`src/spc_pkg.sv`:
```
package spc_pkg;
  // Register byte offsets on the AXI4-Lite slave.
  localparam logic [3:0] ADDR_POWER_CONTROL = 4'h0;
  localparam logic [3:0] ADDR_MODULE_SHUTDOWN = 4'h4;
  localparam logic [3:0] ADDR_STATUS = 4'h8;
  // Field positions in the power control register.
  localparam int POS_SLEEP_OFF = 7;
  localparam int POS_SLEEP_ENABLE = 5;
  localparam int POS_KIND_HI = 4;
  localparam int POS_KIND_LO = 3;
  localparam int POS_UNLOCK = 2;
  localparam logic [7:0] CTRL_RESET = 8'h00;
  localparam logic [3:0] SHUTDOWN_MASK = 4'hf;
  localparam logic [3:0] SHUTDOWN_RESET = 4'h0;
  // Timing figures.
  localparam int CLK_MHZ = 50;
  localparam int UNLOCK_WINDOW = 4;
  localparam int SLEEP_OFF_DELAY = 3;
  localparam int SLEEP_OFF_HOLD = 3;
  localparam int WAKE_HALT = 4;
  localparam int STANDBY_WAKE = 6;
  localparam int DETECTOR_WAKE_US = 60;
  localparam int DETECTOR_WAKE_CYC = DETECTOR_WAKE_US * CLK_MHZ;
  localparam int OSC_START_CYC = 16;
  localparam logic [11:0] CNT_ONE = 12'h001;
  localparam logic [2:0] TMR_ONE = 3'h1;

  typedef enum logic [1:0] {
    KIND_IDLE = 2'b00,
    KIND_NOISE = 2'b01,
    KIND_DOWN = 2'b10,
    KIND_STANDBY = 2'b11
  } spc_kind_t;

  typedef enum logic [1:0] {
    ST_RUN = 2'b00,
    ST_SLEEP = 2'b01,
    ST_WAKE = 2'b10
  } spc_state_t;

  // Wake sources presented by the surrounding core.
  typedef struct packed {
    logic ext_level_zero;
    logic ext_edge_zero;
    logic pin_change;
    logic store_ready;
    logic conv_done;
    logic watchdog_irq;
    logic other_io;
  } spc_wake_t;

  // Clock gates toward the core.
  typedef struct packed {
    logic core_clock;
    logic program_memory_clock;
    logic peripheral_io_clock;
    logic converter_clock;
    logic oscillator;
    logic [3:0] module_clock;
  } spc_gate_t;
endpackage : spc_pkg

```
`src/spc_ctrl.sv`:
```
// Our own choices: the register offsets and the AXI4-Lite register port.
`timescale 1ns/100ps
module spc_ctrl (
  input wire logic aclk,
  input wire logic aresetn,
  input wire logic [31:0] s_axi_awaddr,
  input wire logic s_axi_awvalid,
  output logic s_axi_awready,
  input wire logic [31:0] s_axi_wdata,
  input wire logic [3:0] s_axi_wstrb,
  input wire logic s_axi_wvalid,
  output logic s_axi_wready,
  output logic [1:0] s_axi_bresp,
  output logic s_axi_bvalid,
  input wire logic s_axi_bready,
  input wire logic [31:0] s_axi_araddr,
  input wire logic s_axi_arvalid,
  output logic s_axi_arready,
  output logic [31:0] s_axi_rdata,
  output logic [1:0] s_axi_rresp,
  output logic s_axi_rvalid,
  input wire logic s_axi_rready,
  input wire logic sleep_instr,
  input wire logic crystal_selected,
  input wire logic converter_enabled,
  input wire spc_pkg::spc_wake_t wake_req,
  input wire logic reset_wake,
  input wire logic [3:0] module_access,
  output spc_pkg::spc_gate_t gates,
  output logic [3:0] module_access_ok,
  output logic core_halted,
  output logic irq_resume,
  output logic conv_start,
  output logic conv_extended,
  output logic detector_on
);
  import spc_pkg::*;

  // Everything that remembers anything lives in this one record, so reset and state
  // inspection have a single place to look. The bus slave keeps only the low byte of
  // write data, because every register here is eight bits or narrower.
  typedef struct packed {
    logic aw_got;
    logic w_got;
    logic [3:0] aw_addr;
    logic [7:0] wdata;
    logic wstrb0;
    logic bvalid;
    logic rvalid;
    logic [31:0] rdata;
    logic [7:0] ctrl;
    logic [3:0] shutdown;
    logic [2:0] unlock_tmr;
    logic [2:0] arm_tmr;
    logic [2:0] hold_tmr;
    logic sleep_off_active;
    spc_state_t state;
    spc_kind_t kind;
    logic detector_off;
    logic [11:0] wake_cnt;
    logic conv_start;
    logic conv_was_on;
    logic conv_extended;
  } spc_state_all_t;

  spc_state_all_t cur_ff;
  spc_state_all_t nxt_cur;
  spc_kind_t sel_kind;
  logic wake_ok;
  logic sleeping;

  assign sel_kind = spc_kind_t'(cur_ff.ctrl[POS_KIND_HI:POS_KIND_LO]);
  assign sleeping = (cur_ff.state == ST_SLEEP);

  // Watchdog interrupts count in every kind, because the watchdog runs from its own
  // oscillator and keeps going whatever the main clocks do.
  // Wake qualification per kind; edge form of interrupt zero never counts in deep modes.
  always_comb begin
    unique case (cur_ff.kind)
      KIND_IDLE: wake_ok = |wake_req;
      KIND_NOISE: wake_ok = wake_req.conv_done | wake_req.store_ready | wake_req.ext_level_zero |
        wake_req.pin_change | wake_req.watchdog_irq;
      KIND_DOWN, KIND_STANDBY: wake_ok = wake_req.ext_level_zero | wake_req.pin_change |
        wake_req.watchdog_irq;
    endcase
  end

  // Clock gating follows the chosen kind while asleep.
  always_comb begin
    gates.core_clock = !sleeping;
    gates.program_memory_clock = !sleeping;
    gates.peripheral_io_clock = !sleeping || cur_ff.kind == KIND_IDLE;
    gates.converter_clock = !sleeping || cur_ff.kind == KIND_IDLE || cur_ff.kind == KIND_NOISE;
    gates.oscillator = !sleeping || cur_ff.kind != KIND_DOWN;
    // Module clocks gate from the shutdown bits and the io clock, so deeper modes already stop them.
    gates.module_clock = ~cur_ff.shutdown & {4{gates.peripheral_io_clock}};
  end

  assign module_access_ok = module_access & ~cur_ff.shutdown;
  assign core_halted = cur_ff.state != ST_RUN;
  // Core returns to the next instruction only for an interrupt wake, reset takes the vector path.
  assign irq_resume = cur_ff.state == ST_WAKE && cur_ff.wake_cnt == CNT_ONE;
  assign conv_start = cur_ff.conv_start;
  assign conv_extended = cur_ff.conv_extended;
  assign detector_on = !cur_ff.detector_off;
  // The slave answers every access with OKAY; unmapped reads return zero and unmapped
  // writes vanish. Ready drops while a response is pending, which keeps at most one
  // write and one read in flight without any queue.
  assign s_axi_awready = !cur_ff.aw_got && !cur_ff.bvalid;
  assign s_axi_wready = !cur_ff.w_got && !cur_ff.bvalid;
  assign s_axi_bvalid = cur_ff.bvalid;
  assign s_axi_bresp = 2'h0;
  assign s_axi_arready = !cur_ff.rvalid;
  assign s_axi_rvalid = cur_ff.rvalid;
  assign s_axi_rdata = cur_ff.rdata;
  assign s_axi_rresp = 2'h0;

  // Next-state logic for the bus slave, timed unlock and sleep sequencer.
  always_comb begin
    logic wr_go;
    logic [7:0] wv;
    nxt_cur = cur_ff;
    wr_go = 1'b0;
    wv = cur_ff.wdata;
    nxt_cur.conv_start = 1'b0;
    if (s_axi_awvalid && s_axi_awready) begin
      nxt_cur.aw_got = 1'b1;
      nxt_cur.aw_addr = s_axi_awaddr[3:0];
    end
    if (s_axi_wvalid && s_axi_wready) begin
      nxt_cur.w_got = 1'b1;
      nxt_cur.wdata = s_axi_wdata[7:0];
      nxt_cur.wstrb0 = s_axi_wstrb[0];
    end
    if (cur_ff.aw_got && cur_ff.w_got) begin
      wr_go = cur_ff.wstrb0;
      nxt_cur.aw_got = 1'b0;
      nxt_cur.w_got = 1'b0;
      nxt_cur.bvalid = 1'b1;
    end
    if (cur_ff.bvalid && s_axi_bready) nxt_cur.bvalid = 1'b0;
    if (s_axi_arvalid && s_axi_arready) begin
      nxt_cur.rvalid = 1'b1;
      unique case (s_axi_araddr[3:0])
        // The sleep-off bit is stored as zero, so a read shows whether the timed window is live.
        ADDR_POWER_CONTROL: nxt_cur.rdata = {24'h0, cur_ff.sleep_off_active, cur_ff.ctrl[POS_SLEEP_OFF-1:0]};
        ADDR_MODULE_SHUTDOWN: nxt_cur.rdata = {28'h0, cur_ff.shutdown};
        ADDR_STATUS: nxt_cur.rdata = {27'h0, cur_ff.conv_extended, cur_ff.detector_off, cur_ff.kind, sleeping};
        default: nxt_cur.rdata = 32'h0;
      endcase
    end
    if (cur_ff.rvalid && s_axi_rready) nxt_cur.rvalid = 1'b0;
    // Unlock window and sleep-off arming counters.
    if (cur_ff.unlock_tmr != 3'h0) nxt_cur.unlock_tmr = cur_ff.unlock_tmr - TMR_ONE;
    // The hold countdown runs first so that a fresh arm landing in the same cycle wins over the clear.
    if (cur_ff.hold_tmr != 3'h0) begin
      nxt_cur.hold_tmr = cur_ff.hold_tmr - TMR_ONE;
      if (cur_ff.hold_tmr == TMR_ONE) nxt_cur.sleep_off_active = 1'b0;
    end
    if (cur_ff.arm_tmr != 3'h0) begin
      nxt_cur.arm_tmr = cur_ff.arm_tmr - TMR_ONE;
      if (cur_ff.arm_tmr == TMR_ONE) begin
        nxt_cur.sleep_off_active = 1'b1;
        nxt_cur.hold_tmr = 3'(SLEEP_OFF_HOLD);
      end
    end
    if (wr_go && cur_ff.aw_addr == ADDR_POWER_CONTROL) begin
      nxt_cur.ctrl = wv & ~(8'h1 << POS_SLEEP_OFF);
      if (wv[POS_SLEEP_OFF] && wv[POS_UNLOCK]) begin
        nxt_cur.unlock_tmr = 3'(UNLOCK_WINDOW);
      end else if (wv[POS_SLEEP_OFF] && cur_ff.unlock_tmr != 3'h0) begin
        nxt_cur.arm_tmr = 3'(SLEEP_OFF_DELAY);
        nxt_cur.unlock_tmr = 3'h0;
      end
    end
    if (wr_go && cur_ff.aw_addr == ADDR_MODULE_SHUTDOWN) nxt_cur.shutdown = wv[3:0] & SHUTDOWN_MASK;
    // Converter off then on forces the next conversion to be extended.
    nxt_cur.conv_was_on = converter_enabled;
    if (converter_enabled && !cur_ff.conv_was_on) nxt_cur.conv_extended = 1'b1;
    else if (cur_ff.conv_start) nxt_cur.conv_extended = 1'b0;
    // Sleep sequencer; storage is never touched, so register file and SRAM persist.
    unique case (cur_ff.state)
      ST_RUN: begin
        if (sleep_instr && cur_ff.ctrl[POS_SLEEP_ENABLE] &&
            (sel_kind != KIND_STANDBY || crystal_selected)) begin
          nxt_cur.state = ST_SLEEP;
          nxt_cur.kind = sel_kind;
          nxt_cur.detector_off = cur_ff.sleep_off_active && sel_kind[1];
          nxt_cur.conv_start = converter_enabled && !sel_kind[1];
        end
      end
      ST_SLEEP: begin
        if (reset_wake) begin
          nxt_cur.state = ST_RUN;
          nxt_cur.detector_off = 1'b0;
        end else if (wake_ok) begin
          nxt_cur.state = ST_WAKE;
          nxt_cur.detector_off = 1'b0;
          if (cur_ff.detector_off) nxt_cur.wake_cnt = 12'(DETECTOR_WAKE_CYC);
          else if (cur_ff.kind == KIND_STANDBY) nxt_cur.wake_cnt = 12'(STANDBY_WAKE);
          else if (cur_ff.kind == KIND_DOWN) nxt_cur.wake_cnt = 12'(OSC_START_CYC + WAKE_HALT);
          else nxt_cur.wake_cnt = 12'(WAKE_HALT);
        end
      end
      ST_WAKE: begin
        if (reset_wake) nxt_cur.state = ST_RUN;
        else if (cur_ff.wake_cnt == CNT_ONE) nxt_cur.state = ST_RUN;
        else nxt_cur.wake_cnt = cur_ff.wake_cnt - CNT_ONE;
      end
      default: nxt_cur.state = ST_RUN;
    endcase
  end

  // Single state register; synchronous reset.
  always_ff @(posedge aclk) begin
    if (!aresetn) begin
      cur_ff <= '0;
      cur_ff.ctrl <= CTRL_RESET;
      cur_ff.shutdown <= SHUTDOWN_RESET;
      cur_ff.state <= ST_RUN;
    end else begin
      cur_ff <= nxt_cur;
    end
  end
endmodule : spc_ctrl

```
`config.mk`:
```
export PLATFORM = sky130hd
export DESIGN_NAME = spc_ctrl
export DESIGN_NICKNAME = d
export VERILOG_FILES = /design/src/spc_pkg.sv /design/src/spc_ctrl.sv
export SDC_FILE = /design/constraint.sdc
export NUM_CORES = 1
export LEC_CHECK = 0
export BUFFER_PORTS_ARGS = -buffer_cell sky130_fd_sc_hd__buf_2
export CAP_MARGIN = 5
export CORE_MARGIN = 2
export CORE_UTILIZATION = 41
export CTS_CLUSTER_DIAMETER = 150
export DETAILED_ROUTE_END_ITERATION = 7
export PLACE_DENSITY = 0.74
export SYNTH_ARGS = -nofsm -noshare
export SYNTH_HDL_FRONTEND = slang
export SYNTH_SLANG_ARGS = --single-unit
export TNS_END_PERCENT = 30
```
`constraint.sdc`:
```
create_clock -name aclk -period 2.2 [get_ports aclk]
set_clock_uncertainty 0.15 [all_clocks]
set_input_delay 0.33 -clock aclk [delete_from_list [all_inputs] [get_ports aclk]]
set_output_delay 0.33 -clock aclk [all_outputs]
set_load 0.1 [all_outputs]
```
# Yosys cells after proc, flatten, opt, wreduce, memory -nomap -nowiden
# Index checks and enable logic that the tools add are counted.
# W data, S select, Z words.
classes:
  n_addsub: 4
  n_eq_ne: 20
  muxes: 30
  n_bitwise: 10
  reduce_logical: 51
ops:
  columns: ["op", "count"]
  rows:
  - ["$mux W12", 5]
  - ["$pmux W12 S2", 1]
  - ["$pmux W8 S3", 1]
  - ["$logic_and A1 B1 Y1", 18]
  - ["$ne A2 B2 Y1 const B", 7]
  - ["$mux W13", 1]
  - ["$eq A12 B1 Y1 const B", 1]
  - ["$mux W6", 2]
  - ["$sub A12 B1 Y12 const B", 1]
  - ["$mux W5", 2]
  - ["$mux W3", 3]
  - ["$reduce_and A3 Y1", 3]
  - ["$reduce_bool A3 Y1", 3]
  - ["$sub A3 B1 Y3 const B", 3]
  - ["$and A4 B4 Y4", 2]
  - ["$eq A4 B3 Y1 const B", 2]
  - ["$logic_not A1 Y1", 8]
  - ["$logic_not A4 Y1", 2]
  - ["$mux W2", 4]
  - ["$mux W4", 2]
  - ["$reduce_bool A2 Y1", 4]
  - ["$reduce_or A2 Y1", 4]
  - ["$mux W7", 1]
  - ["$reduce_or A7 Y1", 1]
  - ["other kinds (17)", 34]
totals:
  ff_bits: 90
  input_bits: 122
  output_inout_bits: 59
  wordCells: 136

# Depth between registers and ports, before layout
logic_depth:
  word_depth: 8
  ltp_mapped: 8
  ltp_nobuf: 7

# Worst setup path before layout
# No wires, ideal clock.
synth_path:
  kind: "register to output"
  startpoint: "register cur_ff[18] (netlist name)"
  endpoint: "output gates[0] (netlist name)"
  t_arrival_ns: 2.644
  required_ns: 1.720
  path_slack_ns: -0.924
  stages_incl_launch_ff: 5
  path_buffers: 0
  cell_sequence: "dfxtp_1 -> nor2b_1 -> inv_1 -> nor2_1 -> nor2_1"
synth_rtl:
  columns: ["item", "line_no", "source"]
  rows:
  - ["start, declared", "spc_ctrl.sv:66", "spc_state_all_t cur_ff;"]
  - ["start signal, assigned", "spc_ctrl.sv:222", "cur_ff <= nxt_cur;"]
  - ["end, declared", "spc_ctrl.sv:29", "output spc_pkg::spc_gate_t gates,"]

# Worst setup path in the final report
layout_path:
  startpoint: "register cur_ff[10] (netlist name)"
  endpoint: "output irq_resume"
layout_between:
  elab_chain_len: 2
layout_rtl:
  columns: ["item", "line_no", "source"]
  rows:
  - ["$eq A12 B1 Y1", "spc_ctrl.sv:102", "assign irq_resume = cur_ff.state == ST_WAKE && cur_ff.wake_cnt == CNT_ONE;"]
  - ["$logic_and A1 B1 Y1", "spc_ctrl.sv:102", null]
  - ["end, declared", "spc_ctrl.sv:32", "output logic irq_resume,"]
# No other way between the ends.

==> impl_metrics.ini <==
[critical_path]
crit_type = register to output port
rrSetupSlack_ps = 40
required_ps = 1720
crit_arrival_ps = 1830
endpoint_kind = output port
startpoint_type = register
slowest_delay_ps = 520
crit_slowest_cell = or4_4
r2r-start = cur_ff[10]$_SDFFE_PN0P_
reg2reg_to = cur_ff[3]$_SDFFE_PN0P_
crit_chain = or4_4 -> nand4bb_1 -> buf_6 -> nor2_4 -> buf_12
rr_worst_depth = 8
path_max_fanout = 5

[yosys]
synth-edff-count = 0
synth.top_cell.area_share = 0.388
netlist_instances = 415
synth_area_um2 = 3410
synthFlopType = dfxtp_1
yosys_warnings = 0
syn_area_per_cell_um2 = 8.22
synth.distinct_cells = 48
netlist_top_cells_area = dfxtp_1 (39%), buf_4 (8.1%), mux2i_1 (7.0%), nor2_1 (6.4%), nand2_1 (4.7%)
synth_area_leader_cell = dfxtp_1
synth_seq_cells = 66
synth_seq_area_share = 0.388
async_flop_share = 0

[floorplanning]
die-area_um2 = 9060
pin_count = 181
row_count = 33
coreArea_um2 = 8130
initial_core_util = 0.419
die_w_um = 95.2
die_h_um = 95.2

[sta]
rsz0062_at_grt = yes
slew_viol_final = 0
hold_slack_ps = 79.0
fmax_ghz = 0.433
fin_ws_ps = -109
setup_viol = 1
finalCritPeriodShare = 1.05
period_minus_slack_ps = 2310
hold_viol = 0

[placed_design]
placedInstanceArea_um2 = 3830
io_buffers = 69
place_congestion = 0.862
dp_cells = 575
dpl.hpwl_um = 5730

[global_routing]
grt_use_total = 0.178
antenna_found_initial = 0
grt_start_max_net_pins = 44
grt_pass1_wl_um = 12400
grt_pass1_vias = 2729
grt_overflow = 0

[clock_tree]
clkSinkCount = 66
cts_made_buffers = 9
cts.path.max_buffers = 2
insertion_delay_ps = 340
clk_pin_slew_ps = 70
cts_root_buf = clkbuf_8
cts_hold_buffers = 0
cts_tree = done
htreeDepth = 3

[finish]
drive_gt1_frac = 0.256
fin_cells = 594
area.growth.synth_to_final_pct = 19.0
multi_input_area_um2 = 1860
diodes = 0
register_area_um2 = 1330
final_nets = 616
fillerInstances = 779
fin_area_um2 = 4060

[min_path]
hold_path_class = input port to register
whs_path_depth = 3
hp-start = s_axi_wdata[7]
hold_end = cur_ff[84]$_SDFFE_PN0P_

[job]
drv_cap = 0

[routing]
routed_via_density = 5.02
ant_nets = 0
drt_iter0_drc = 85
first_pass_iters = 4
drc = 0
routed_wl_um = 7560
avgRoutedWirePerCell_um = 12.7
vias = 2979

[power]
report.power.total_mw = 3.20
p_leak_nw = 1.72
peakVddDrop_v = 0.000467
power_density_nw_per_um2 = 788

[outcome]
failed_checks = setup timing
status = finished with violations
[per-layer routing]
metal,vias to the layer above,wire [um],GRT usage
met5,-,0,0
met3,9,489,0.0458
met1,1381,3250,0.209
met4,0,101,0.0749
li1,1491,-,-
met2,98,3720,0.306
[layout make-up]
cell class                 count  share of cell area
multi-input combinational    306               0.458
sequential                    66               0.327
timing repair buffer          84               0.124
tap                          105              0.0324
clock buffer                   9              0.0305
inverter                      17              0.0176
clock inverter                 7              0.0114
[flip-flops by register name, indices dropped and copies added (netlist names)]
name	flops
s_axi_rvalid	1
conv_extended	1
cur_ff	54
conv_start	1
s_axi_rdata	8
s_axi_bvalid	1
[cell usage after synthesis (2+ instances only)]
| cell type | number |
|---|---|
| dfxtp_1 | 66 |
| nor2_1 | 58 |
| nand2_1 | 43 |
| buf_4 | 37 |
| a21oi_1 | 29 |
| mux2i_1 | 24 |
| inv_1 | 17 |
| clkbuf_1 | 13 |
| o21ai_0 | 12 |
| nand2b_1 | 11 |
| nor2b_1 | 11 |
| ha_1 | 10 |
| nor3_1 | 9 |
| a22oi_1 | 7 |
| nand3_1 | 7 |
| a211oi_1 | 4 |
| a31oi_1 | 4 |
| and2_1 | 4 |
| nand4_1 | 4 |
| nor4_1 | 4 |
| or3_1 | 4 |
| a32o_1 | 3 |
| buf_2 | 3 |
| mux2_2 | 2 |
| o211ai_1 | 2 |
| o21a_1 | 2 |
| o2bb2ai_1 | 2 |
| o31ai_1 | 2 |
| xnor2_1 | 2 |
[where the power goes]
group / switching, mW / leakage (nW) / internal (mW) / total (mW)
Combinational: 0.643 / 1.10 / 0.298 / 0.941
Sequential: 0.0731 / 0.539 / 1.30 / 1.37
Clock: 0.477 / 0.0810 / 0.403 / 0.880
Total: 1.19 / 1.72 / 2.00 / 3.20
[worst max-delay path: cells and delay by family (launching register included)]
kind | cells | cell delay, ps
and+or+nand+nor | 3 | 820
DFF | 1 | 340
buffers and inverters | 2 | 330
[cell families after synthesis]
logic type	after synthesis	share of synthesized area
flip-flops	66	0.388
AND/OR/NAND/NOR	163	0.226
AO/OA/AOI/OAI	77	0.148
buffers and inverters	70	0.119
other	1	0.00110
adder cells (fa/ha/maj)	10	0.0367
XOR/XNOR	2	0.00514
multiplexers	26	0.0771
[stage by stage]
step	utilization	setup TNS (ps)	worst slack, ps
2_1_floorplan	-	-463	-237
3_3_place_gp	0.471	0	124
3_5_place_dp	0.471	0	95.0
4_1_cts	0.496	-153	-153
5_1_grt	0.499	-216	-168
6_report	0.499	-109	-109
[placed cells by master (no fill, tap or decap), types with 3 or more instances in the layout]
cell / instances
mux2i_1: 24
nand2_1: 43
buf_4: 18
nor2_4: 9
a31oi_1: 4
ha_1: 10
or3_1: 4
nand3_1: 7
nand2b_1: 11
a21oi_1: 29
nand4_1: 4
nor3_1: 9
a32o_1: 3
a22oi_1: 7
clkinvlp_4: 5
o21ai_0: 12
conb_1: 28
inv_1: 15
dfxtp_2: 3
dfxtp_1: 63
nor2b_1: 9
clkbuf_8: 9
and2_1: 4
buf_2: 63
clkinv_2: 3
nor4_1: 4
nor2_1: 50
a211oi_1: 4
[how the worst max path moves through the flow]
stage | depth (start not counted) | start | slack [ps] | endpoint
6_report | 5 | cur_ff[10]$_SDFFE_PN0P_ | -110 | irq_resume
5_1_grt | 5 | cur_ff[10]$_SDFFE_PN0P_ | -170 | irq_resume
4_1_cts | 5 | cur_ff[10]$_SDFFE_PN0P_ | -150 | irq_resume
3_5_place_dp | 6 | cur_ff[88]$_SDFFE_PN0P_ | 100 | cur_ff[25]$_SDFF_PN0_
3_3_place_gp | 6 | cur_ff[88]$_SDFFE_PN0P_ | 120 | cur_ff[25]$_SDFF_PN0_
2_1_floorplan | 4 | cur_ff[18]$_SDFFE_PN0P_ | -240 | gates[6]
[what timing repair did]
item	in CTS	in global routing
endpoints found under the setup margin	6	7
pin swaps	2	2
resized for setup	7	3
setup buffers	1	2
Note: power is estimated with default switching activity, not from simulation.
